--- src/hdl/dsr_cfg.svh ---
// Constants for the diagnostic shadow register
`ifndef DSR_CFG_SVH
`define DSR_CFG_SVH
`define DSR_WIDTH      8
`define DSR_MSB        7
`define DSR_RESET_VAL  8'h00
`define DSR_SYNC_STAGES 2
`endif

--- src/hdl/dsr_pkg.sv ---
// Types for the diagnostic shadow register
`include "dsr_cfg.svh"
package dsr_pkg;
   typedef logic [`DSR_MSB:0] dsr_byte_type;
   // Operation chosen in a cycle, one-hot
   typedef enum logic [5:0] {
      DSR_OP_IDLE  = 6'h01,
      DSR_OP_LOAD  = 6'h02,
      DSR_OP_SHIFT = 6'h04,
      DSR_OP_COPY  = 6'h08,
      DSR_OP_CAPT  = 6'h10,
      DSR_OP_WBACK = 6'h20
   } dsr_op_type;
endpackage

--- src/hdl/dsr_edge_if.sv ---
// Edge pulses passed from the edge finder to the register core
`timescale 1ns/1ns
`default_nettype none
interface dsr_edge_if;
   logic mainRise;   // Main clock rose
   logic shadowRise; // Shadow clock rose
   modport source (output mainRise, output shadowRise);
   modport sink   (input mainRise, input shadowRise);
endinterface
`default_nettype wire

--- src/hdl/dsr_edge_detect.sv ---
// Synchroniser and rising-edge finder for the two outside clocks
`timescale 1ns/1ns
`default_nettype none
module dsr_edge_detect (
   // Clock and reset
   input  wire logic ref_clk,
   input  wire logic arst_n,
   // Outside clock pins
   input  wire logic mainClkPin,
   input  wire logic shadowClkPin,
   // Edge pulses
   dsr_edge_if.source edges
);
   logic [1:0] mainSync_r;   // Two-stage synchroniser, main clock
   logic [1:0] shadowSync_r; // Two-stage synchroniser, shadow clock
   logic       mainLast_r;   // Previous synced main level
   logic       shadowLast_r; // Previous synced shadow level

   // ==========================================
   // Synchronise and delay
   always_ff @(posedge ref_clk or negedge arst_n) begin
      if (!arst_n) begin
         mainSync_r   <= 2'h0;
         shadowSync_r <= 2'h0;
         mainLast_r   <= 1'h0;
         shadowLast_r <= 1'h0;
      end else begin
         mainSync_r   <= {mainSync_r[0], mainClkPin};
         shadowSync_r <= {shadowSync_r[0], shadowClkPin};
         mainLast_r   <= mainSync_r[1];
         shadowLast_r <= shadowSync_r[1];
      end
   end

   // Rising edges, one-cycle pulses
   assign edges.mainRise   = mainSync_r[1] & ~mainLast_r;
   assign edges.shadowRise = shadowSync_r[1] & ~shadowLast_r;
endmodule
`default_nettype wire

--- src/hdl/dsr_diag_register.sv ---
// Eight-bit output register with serial shadow register for diagnostics
// What this block does
// - Mode low, main rise: output loads input bus
// - Mode low, shadow rise: shadow shifts, serial in
// - Both rise, mode low: load and shift
// - Mode high, main rise: output takes shadow
// - Mode high, serial low: shadow captures bus
// - Mode high, serial low, both: swap
// - Mode high, serial high: drive shadow out
// - Disabled output bus acts as input
`timescale 1ns/1ns
`include "dsr_cfg.svh"
`default_nettype none
module dsr_diag_register (
   // Clock and reset
   input  wire logic                   ref_clk,
   input  wire logic                   arst_n,
   // Outside clocks and controls
   input  wire logic                   main_clock,
   input  wire logic                   shadow_shift_clock,
   input  wire logic                   mode,
   input  wire logic                   serial_diag_in,
   output logic                        serial_diag_out,
   // Input bus, two-way
   input  wire logic [`DSR_MSB:0]      input_bus_in,
   output logic [`DSR_MSB:0]           input_bus_out,
   output logic                        input_bus_oe_n,
   // Output bus, two-way
   input  wire logic [`DSR_MSB:0]      output_bus_in,
   input  wire logic                   output_bus_en_n,
   output logic [`DSR_MSB:0]           output_bus_out,
   output logic                        output_bus_oe_n
);
   // ==========================================
   // Edge finding
   // Pin edges closer together than one system clock can be lost,
   // so the controller must keep each clock phase well above that
   dsr_edge_if edges ();

   dsr_edge_detect u_edge (
      .ref_clk      (ref_clk),
      .arst_n       (arst_n),
      .mainClkPin   (main_clock),
      .shadowClkPin (shadow_shift_clock),
      .edges        (edges.source)
   );

   // ==========================================
   // Synchronise level inputs
   logic [1:0]          modeSync_r;    // Mode synchroniser
   logic [1:0]          serInSync_r;   // Serial input synchroniser
   logic [1:0]          busEnSync_r;   // Output-bus enable synchroniser
   dsr_pkg::dsr_byte_type inBus1_r;    // Input bus, stage one
   dsr_pkg::dsr_byte_type inBus2_r;    // Input bus, stage two
   dsr_pkg::dsr_byte_type outBus1_r;   // Output bus, stage one
   dsr_pkg::dsr_byte_type outBus2_r;   // Output bus, stage two

   // Two stages on every outside level before any logic reads it
   always_ff @(posedge ref_clk or negedge arst_n) begin
      if (!arst_n) begin
         modeSync_r  <= 2'h0;
         serInSync_r <= 2'h0;
         busEnSync_r <= 2'h3;
         inBus1_r    <= `DSR_RESET_VAL;
         inBus2_r    <= `DSR_RESET_VAL;
         outBus1_r   <= `DSR_RESET_VAL;
         outBus2_r   <= `DSR_RESET_VAL;
      end else begin
         modeSync_r  <= {modeSync_r[0], mode};
         serInSync_r <= {serInSync_r[0], serial_diag_in};
         busEnSync_r <= {busEnSync_r[0], output_bus_en_n};
         inBus1_r    <= input_bus_in;
         inBus2_r    <= inBus1_r;
         outBus1_r   <= output_bus_in;
         outBus2_r   <= outBus1_r;
      end
   end

   // Synced levels
   // busOff high means our own output drivers are off
   wire modeS  = modeSync_r[1];
   wire serInS = serInSync_r[1];
   wire busOff = busEnSync_r[1];

   // ==========================================
   // Register state
   // Both registers are plain flip-flops that run on every clock
   dsr_pkg::dsr_byte_type outReg_r;    // Output register
   dsr_pkg::dsr_byte_type outReg_nxt;  // Its next value
   dsr_pkg::dsr_byte_type shadow_r;    // Shadow register
   dsr_pkg::dsr_byte_type shadow_nxt;  // Its next value

   // Value seen on the output bus: pins when off, own register otherwise
   // With our drivers on, the pins only echo outReg_r, so it is read directly
   // and the old value is used even in the cycle of a swap
   wire [`DSR_MSB:0] busSeen = busOff ? outBus2_r : outReg_r;

   // Decoded operations
   // Edge pulses and levels both lag the pins by two clocks, so levels set
   // before the pin edge have settled when its pulse arrives
   wire mainR   = edges.mainRise;
   wire shadR   = edges.shadowRise;
   wire loadIn  = ~modeS & mainR;
   wire shiftSh = ~modeS & shadR;
   wire copySh  = modeS & mainR;
   wire captBus = modeS & ~serInS & shadR;
   wire wback   = modeS & serInS & shadR & ~mainR;

   // Next output register; swap takes the old shadow value
   // Load needs mode low and copy mode high, so the two never meet
   assign outReg_nxt = loadIn ? inBus2_r :
                       copySh ? shadow_r : outReg_r;

   // Next shadow register
   assign shadow_nxt = shiftSh ? {shadow_r[`DSR_MSB-1:0], serInS} :
                       captBus ? busSeen : shadow_r;

   // ==========================================
   // Update registers
   // Reset values are a convenience only; load before relying on them
   always_ff @(posedge ref_clk or negedge arst_n) begin
      if (!arst_n) begin
         outReg_r <= `DSR_RESET_VAL;
         shadow_r <= `DSR_RESET_VAL;
      end else begin
         outReg_r <= outReg_nxt;
         shadow_r <= shadow_nxt;
      end
   end

   // ==========================================
   // Write-back drive state, held until the mode or serial input leaves
   logic wbOn_r; // Input bus driven with shadow contents
   // A main edge in the same cycle is taken as a copy, so no drive then
   always_ff @(posedge ref_clk or negedge arst_n) begin
      if (!arst_n) begin
         wbOn_r <= 1'h0;
      end else if (wback) begin
         wbOn_r <= 1'h1;
      end else if (!(modeS & serInS)) begin
         wbOn_r <= 1'h0;
      end
   end

   // Serial out: bit 7 in mode low, pass-through in mode high
   // A mux of two flip-flops; pass-through still lags serial_diag_in by the two synchroniser stages
   assign serial_diag_out = modeS ? serInS : shadow_r[`DSR_MSB];

   // Pin drives; enables low while driving
   // The shadow always sits on input_bus_out; only the enable decides
   assign input_bus_out   = shadow_r;
   assign input_bus_oe_n  = ~wbOn_r;
   assign output_bus_out  = outReg_r;
   assign output_bus_oe_n = busOff;

   // ==========================================
   // Checks
   // Each check but a_serial_out and a_drive_start looks one clock past its trigger, where the update lands
   a_load_output: assert property (@(posedge ref_clk) disable iff (!arst_n)
      (~modeS & mainR) |=> (outReg_r == $past(inBus2_r)))
      else $error("output register missed input bus load");
   a_shift_shadow: assert property (@(posedge ref_clk) disable iff (!arst_n)
      (~modeS & shadR) |=> (shadow_r == {$past(shadow_r[6:0]), $past(serInS)}))
      else $error("shadow shift wrong");
   a_both_lowmode: assert property (@(posedge ref_clk) disable iff (!arst_n)
      (~modeS & mainR & shadR) |=> (outReg_r == $past(inBus2_r)
      && shadow_r == {$past(shadow_r[6:0]), $past(serInS)}))
      else $error("combined load and shift wrong");
   a_copy_shadow: assert property (@(posedge ref_clk) disable iff (!arst_n)
      (modeS & mainR & ~shadR) |=> (outReg_r == $past(shadow_r)
      && $stable(shadow_r)))
      else $error("copy from shadow wrong");
   a_capture_bus: assert property (@(posedge ref_clk) disable iff (!arst_n)
      (modeS & ~serInS & shadR & ~mainR) |=> (shadow_r == $past(busSeen)
      && $stable(outReg_r)))
      else $error("bus capture wrong");
   a_swap_regs: assert property (@(posedge ref_clk) disable iff (!arst_n)
      (modeS & ~serInS & shadR & mainR) |=> (outReg_r == $past(shadow_r)
      && shadow_r == $past(busSeen)))
      else $error("swap wrong");
   a_write_back: assert property (@(posedge ref_clk) disable iff (!arst_n)
      (modeS & serInS & shadR & ~mainR) |=> (!input_bus_oe_n
      && $stable(shadow_r) && $stable(outReg_r)))
      else $error("write-back drive wrong");
   a_hold_idle: assert property (@(posedge ref_clk) disable iff (!arst_n)
      (~mainR & ~shadR) |=> ($stable(outReg_r) && $stable(shadow_r)))
      else $error("register changed without an edge");
   a_serial_out: assert property (@(posedge ref_clk) disable iff (!arst_n)
      ~modeS |-> (serial_diag_out == shadow_r[7]))
      else $error("serial out not shadow bit 7");

   // Main clock alone leaves the shadow register untouched
   a_main_only: assert property (@(posedge ref_clk) disable iff (!arst_n)
      (mainR & ~shadR) |=> $stable(shadow_r))
      else $error("shadow changed on a main edge alone");

   // Shadow clock alone leaves the output register untouched
   a_shadow_only: assert property (@(posedge ref_clk) disable iff (!arst_n)
      (shadR & ~mainR) |=> $stable(outReg_r))
      else $error("output register changed on a shadow edge alone");

   // Disabled drivers: shadow captures the pins, not our own register
   a_pin_capture: assert property (@(posedge ref_clk) disable iff (!arst_n)
      (captBus & busOff) |=> (shadow_r == $past(outBus2_r)))
      else $error("capture did not take the output bus pins");

   // Drive on the input bus starts only after a write-back edge
   a_drive_start: assert property (@(posedge ref_clk) disable iff (!arst_n)
      $fell(input_bus_oe_n) |-> $past(wback))
      else $error("input bus driven without write-back");

   // Drive ends once mode or serial input has left the high level
   a_drive_stop: assert property (@(posedge ref_clk) disable iff (!arst_n)
      !(modeS & serInS) |=> input_bus_oe_n)
      else $error("input bus still driven after write-back ended");

   // Edge pulses last one clock, so one pin edge acts once
   a_main_pulse: assert property (@(posedge ref_clk) disable iff (!arst_n)
      mainR |=> !mainR)
      else $error("main edge pulse longer than one clock");
   a_shadow_pulse: assert property (@(posedge ref_clk) disable iff (!arst_n)
      shadR |=> !shadR)
      else $error("shadow edge pulse longer than one clock");
endmodule
`default_nettype wire

--- config.mk ---
export PLATFORM = sky130hd
export DESIGN_NAME = dsr_diag_register
export DESIGN_NICKNAME = d
export VERILOG_FILES = /design/src/hdl/dsr_pkg.sv /design/src/hdl/dsr_edge_if.sv /design/src/hdl/dsr_edge_detect.sv /design/src/hdl/dsr_diag_register.sv
export VERILOG_INCLUDE_DIRS = /design/src /design/src/hdl
export SDC_FILE = /design/constraint.sdc
export NUM_CORES = 1
export LEC_CHECK = 0
export ABC_AREA = 1
export ABC_CLOCK_PERIOD_IN_PS = 1710
export BUFFER_PORTS_ARGS = -buffer_cell sky130_fd_sc_hd__buf_4
export CORE_ASPECT_RATIO = 0.7
export CORE_UTILIZATION = 45
export DETAILED_ROUTE_END_ITERATION = 7
export PLACE_DENSITY_LB_ADDON = 0.1
export SYNTH_ARGS = -nofsm -noshare
export SYNTH_HDL_FRONTEND = slang
export SYNTH_SLANG_ARGS = --single-unit
--- constraint.sdc ---
create_clock -name ref_clk -period 1.71 [get_ports ref_clk]
set_input_delay 0.2565 -clock ref_clk [delete_from_list [all_inputs] [get_ports ref_clk]]
set_output_delay 0.2565 -clock ref_clk [all_outputs]
set_load 0.02 [all_outputs]
After elaboration in Yosys (flattened, before gate mapping)
Cells that the tools add are included.
- register bits: 61
- output and inout port bits: 19
- logic and storage cells: 41
- reduce and logical (&&, ||, !) cells: 2
- equality and inequality tests: 1
- bitwise logic cells: 16
- mux-type cells: 8
- operator list (kind ; number):
    $mux W8 ; 5
    $and A1 B1 Y1 ; 10
    $not A1 Y1 ; 6
    $reduce_bool A2 Y1 ; 2
    $mux W1 ; 3
    $ne A2 B2 Y1 const B ; 1

Depth between registers and ports, before layout
- depth after elaboration: 5
- gate-level depth with buffers: 7

Cells and area by module
Synthesis repeated with hierarchy kept, for this count alone.
- cell total of the unflattened synthesis: 178
- area total of the unflattened synthesis: 2059.5 µm²
- modules (own cells, without submodules) (module ; sequential area each (µm²) ; cells each ; times used ; area each (µm²)):
    dsr_diag_register ; 1378.8 ; 168 ; 1 ; 1889.3
    dsr_edge_detect ; 150.1 ; 10 ; 1 ; 170.2

Worst setup path before layout
OpenSTA, ideal clock, no wires.
- path type: reg2out
- start: register modeSync_r[1]
- end: output port serial_diag_out
- data required time: 1.454 ns
- path buffers: 1
- path slack: 0.382 ns
- cell stages (with the launch flop): 3
- arrival: 1.072 ns
- path through: dfrtp_1 > buf_2 > o21ai_0
- longest elaborated chain between the ends: 1
- RTL lines (item ; RTL line ; text):
    from (decl) ; dsr_diag_register.sv:50 ; logic [1:0] modeSync_r;
    from (signal assigned) ; dsr_diag_register.sv:69 ; modeSync_r <= {modeSync_r[0], mode};
    $mux W1 ; dsr_diag_register.sv:147 ; assign serial_diag_out = modeS ? serInS : shadow_r[`DSR_MSB];
    to (decl) ; dsr_diag_register.sv:23 ; output logic serial_diag_out,
No other way between the ends.

Worst setup path after layout
Ends and elaborated chain as after synthesis.

==> reports/qor.csv <==
stage;metric;value;unit
status;status;finished clean;
setup_path;worst path arrival time;1.22;ns
die;core footprint;0.00440;sq mm
synth;post-synthesis adder-cell area fraction;0;
hold_path;hold wc startpoint;output_bus_in[2];
sta;RSZ-0062 raised after global routing;no;
route;DR iter-0 viols;75;
die;Die Height;59.2;um
sta;setup TNS;0;ns
sta;Slew HR;0.519;
synth;Gate Count Post-Synth;188;
die;total die area;0.00495;sq mm
die;die width;83.6;um
setup_path;cells on worst reg2reg path;5;
sta;worst slew pin tran;0.722;ns
route;Vias;1416;
power;Sequential Power Share;0.484;
power;NetSw;0.000922;W
global_routing;gr ovfl total;0;
cells_and_area;Area growth syn-to-layout;30.0;%
clock_tree;Root Buffer;clkbuf_8;
clock_tree;postcts setup bufs;0;
setup_path;WS Path Type;reg -> out;
cells_and_area;Final #Nets;266;
setup_path;WP data required;1.45;ns
synth;register area share after synthesis;0.728;
clock_tree;clock buffer count from CTS;9;
route;average wire per standard cell;13.0;um
global_routing;antenna violations before repair;0;
synth;Synth Area in XOR/XNOR;0;
placed_design;Place WS;0.493;ns
power;Sw Share;0.271;
setup_path;nature of the critical path startpoint;flop;
synth;Simple-Gate Fraction of Synth Area;0.173;
sta;crit share post-route;0.863;
hold_path;worst hold path class;in -> reg;
power;Peak VDD IR;779;uV
setup_path;reg2reg setup slack;0.47;ns
sta;Final Worst Setup Slack;0.235;ns
die;Initial Utilization;0.477;
die;FP Rows;20;
synth;average size of a mapped cell;11.2;sq um
setup_path;R2R Path End;input_bus_out[1];
setup_path;Setup crit end kind;primary output;
synth;total number of yosys warnings;0;
placed_design;HPWL after DPL;2600;um
synth;post-synthesis mux area share;0;
global_routing;first-pass GRT wire length;6340;um
job;Max-Cap Viols;0;
synth;Seq cells post-synth;61;
cells_and_area;fraction of layout cells with a size suffix above 1;0.258;
cells_and_area;fillers;370;
clock_tree;clock latency on the worst-skew pair;0.33;ns
route;routed vias/inst;4.67;
clock_tree;CTS H-tree lvls;3;
sta;Hold Fails Final Rpt;0;
sta;Setup violations, final;0;
sta;max-slew violation count;0;
power;Clk pwr share;0.380;
route;Pre-Repair DR Iteration Count;4;
synth;syn_nets;211;
route;drt total wl;3950;um
setup_path;FF-to-FF Start;busEnSync_r[1];
clock_tree;clk sinks;61;
synth;main combinational cell family by area after synthesis;simple AND/OR/NAND/NOR gates;
power;combinational power share;0.136;
route;DRC;0;
hold_path;WHS Endpoint;outBus1_r[2];
sta;Fmax achieved;678;MHz
power;Leak;1.38;nW
cells_and_area;ant diodes;0;
power;cell internal pwr;0.00248;W
synth;Syn Std Cell Area;0.00210;sq mm
sta;Worst Skew;0.00397;ns
synth;Synth Area in Compound Gates;0.0429;
placed_design;RePlAce Congestion;0.815;
clock_tree;Reg clk slew, reported paths;0.07;ns
sta;min cycle time layout;1.48;ns
clock_tree;count of hold-fix buffers inserted at cts;1;
clock_tree;Longest Clk Path Bufs;2;
clock_tree;post-CTS sizing;0;
hold_path;Hold Path Stages;1;
global_routing;vias in the first global route;1342;
power;pwr dens;1250;mW/mm^2
synth;post-synth cell types;17;
die;I/O pin total;42;
global_routing;largest net degree at the start of global routing;62;
global_routing;GR Util All Layers;0.177;
route;Post-DRT Antenna Nets;0;
placed_design;IO buf count;41;
clock_tree;CTS tree;done;
setup_path;Crit Path Max Fanout;4;
cells in the mapped netlist (all sizes together):
cell type / instances / share of area
a21oi: 1 / 0.0024
buf: 5 / 0.016
dfrtp: 59 / 0.70
dfstp: 2 / 0.025
inv: 22 / 0.039
nand2: 60 / 0.11
nand3: 16 / 0.038
nor2: 10 / 0.027
o211ai: 5 / 0.018
o21a: 3 / 0.011
o21ai: 5 / 0.012
layout by cell type (no fill, tap or decap):
cell type	instances
nand2_1	59
dfrtp_1	59
buf_4	42
inv_1	21
nand3_1	16
clkbuf_8	10
nor2_1	8
dlygate4sd3_1	7
o21ai_0	5
o211ai_1	5
o21a_1	3
dfstp_2	2
clkinvlp_4	2
clkinv_4	2
nor2_2	1
inv_2	1
nor2_8	1
nand2_2	1
a21oi_1	1
inv_6	1
bufinv_16	1
how the worst max path moves through the flow:
stage / depth (start not counted) / to / start
after CTS: 3 / serial_diag_out / modeSync_r[1]
after global placement: 3 / output_bus_out[6] / u_edge.mainLast_r
after detailed placement: 4 / output_bus_out[4] / u_edge.mainSync_r[1]
after floorplan: 2 / serial_diag_out / modeSync_r[1]
final: 3 / serial_diag_out / modeSync_r[1]
after global routing: 3 / serial_diag_out / modeSync_r[1]
logic make-up (layout without fill, tap and decap cells):
| logic type | after synthesis | in the layout |
|---|---|---|
| buffers and inverters | 27 | 87 |
| AO/OA/AOI/OAI | 14 | 14 |
| flip-flops | 61 | 61 |
| AND/OR/NAND/NOR | 86 | 86 |
final cells by class:
type,instances,area [sq um],share of cell area
sequential,61,1530,0.560
tap,55,68.8,0.0252
clock inverter,6,71.3,0.0261
multi-input combinational,100,454,0.166
timing repair buffer,49,385,0.141
inverter,22,82.6,0.0303
clock buffer,10,138,0.0504
flip-flops by register name, indices dropped and copies added, names as in the netlist:
register and cells:
modeSync_r 2, u_edge.shadowSync_r 2, inBus1_r 8, outBus1_r 8
busEnSync_r 2, u_edge.mainLast_r 1, u_edge.shadowLast_r 1, outBus2_r 8
input_bus_out 8, inBus2_r 8, wbOn_r 1, u_edge.mainSync_r 2
serInSync_r 2, output_bus_out 8
power groups by stage:
stage               combinational, W  sequential (W)  clock (W)
finish                      0.000464         0.00165    0.00129
global route                0.000511         0.00166    0.00140
floorplan                   0.000160         0.00173          0
CTS                         0.000459         0.00165    0.00133
detailed placement          0.000455         0.00167          0
global placement            0.000452         0.00167          0
routing by layer:
| metal | vias to the layer above | track usage | part of all wire |
|---|---|---|---|
| li1 | 691 | - | - |
| met1 | 679 | 0.229 | 0.46 |
| met2 | 41 | 0.261 | 0.46 |
| met3 | 5 | 0.0877 | 0.068 |
| met4 | 0 | 0.0654 | 0.013 |
| met5 | - | 0 | 0 |
critical path, cell delays in order, from the launching register on:
cell     delay (ns)
dfrtp_1        0.42
nand2_1        0.17
o21ai_0        0.13
buf_4          0.17
through the flow:
step | hold slack [ns] | cell area, sq um | std cells | power (W) | utilization
floorplan | -0.0391 | 2100 | 188 | 0.00189 | -
global placement | 0.331 | 2450 | 280 | 0.00212 | 0.556
detailed placement | 0.335 | 2450 | 280 | 0.00213 | 0.556
CTS | 0.00175 | 2670 | 297 | 0.00344 | 0.606
global route | 0.00142 | 2730 | 303 | 0.00357 | 0.620
finish | 0.0248 | 2730 | 303 | 0.00340 | 0.620
Note: power is estimated with default switching activity, not from simulation.
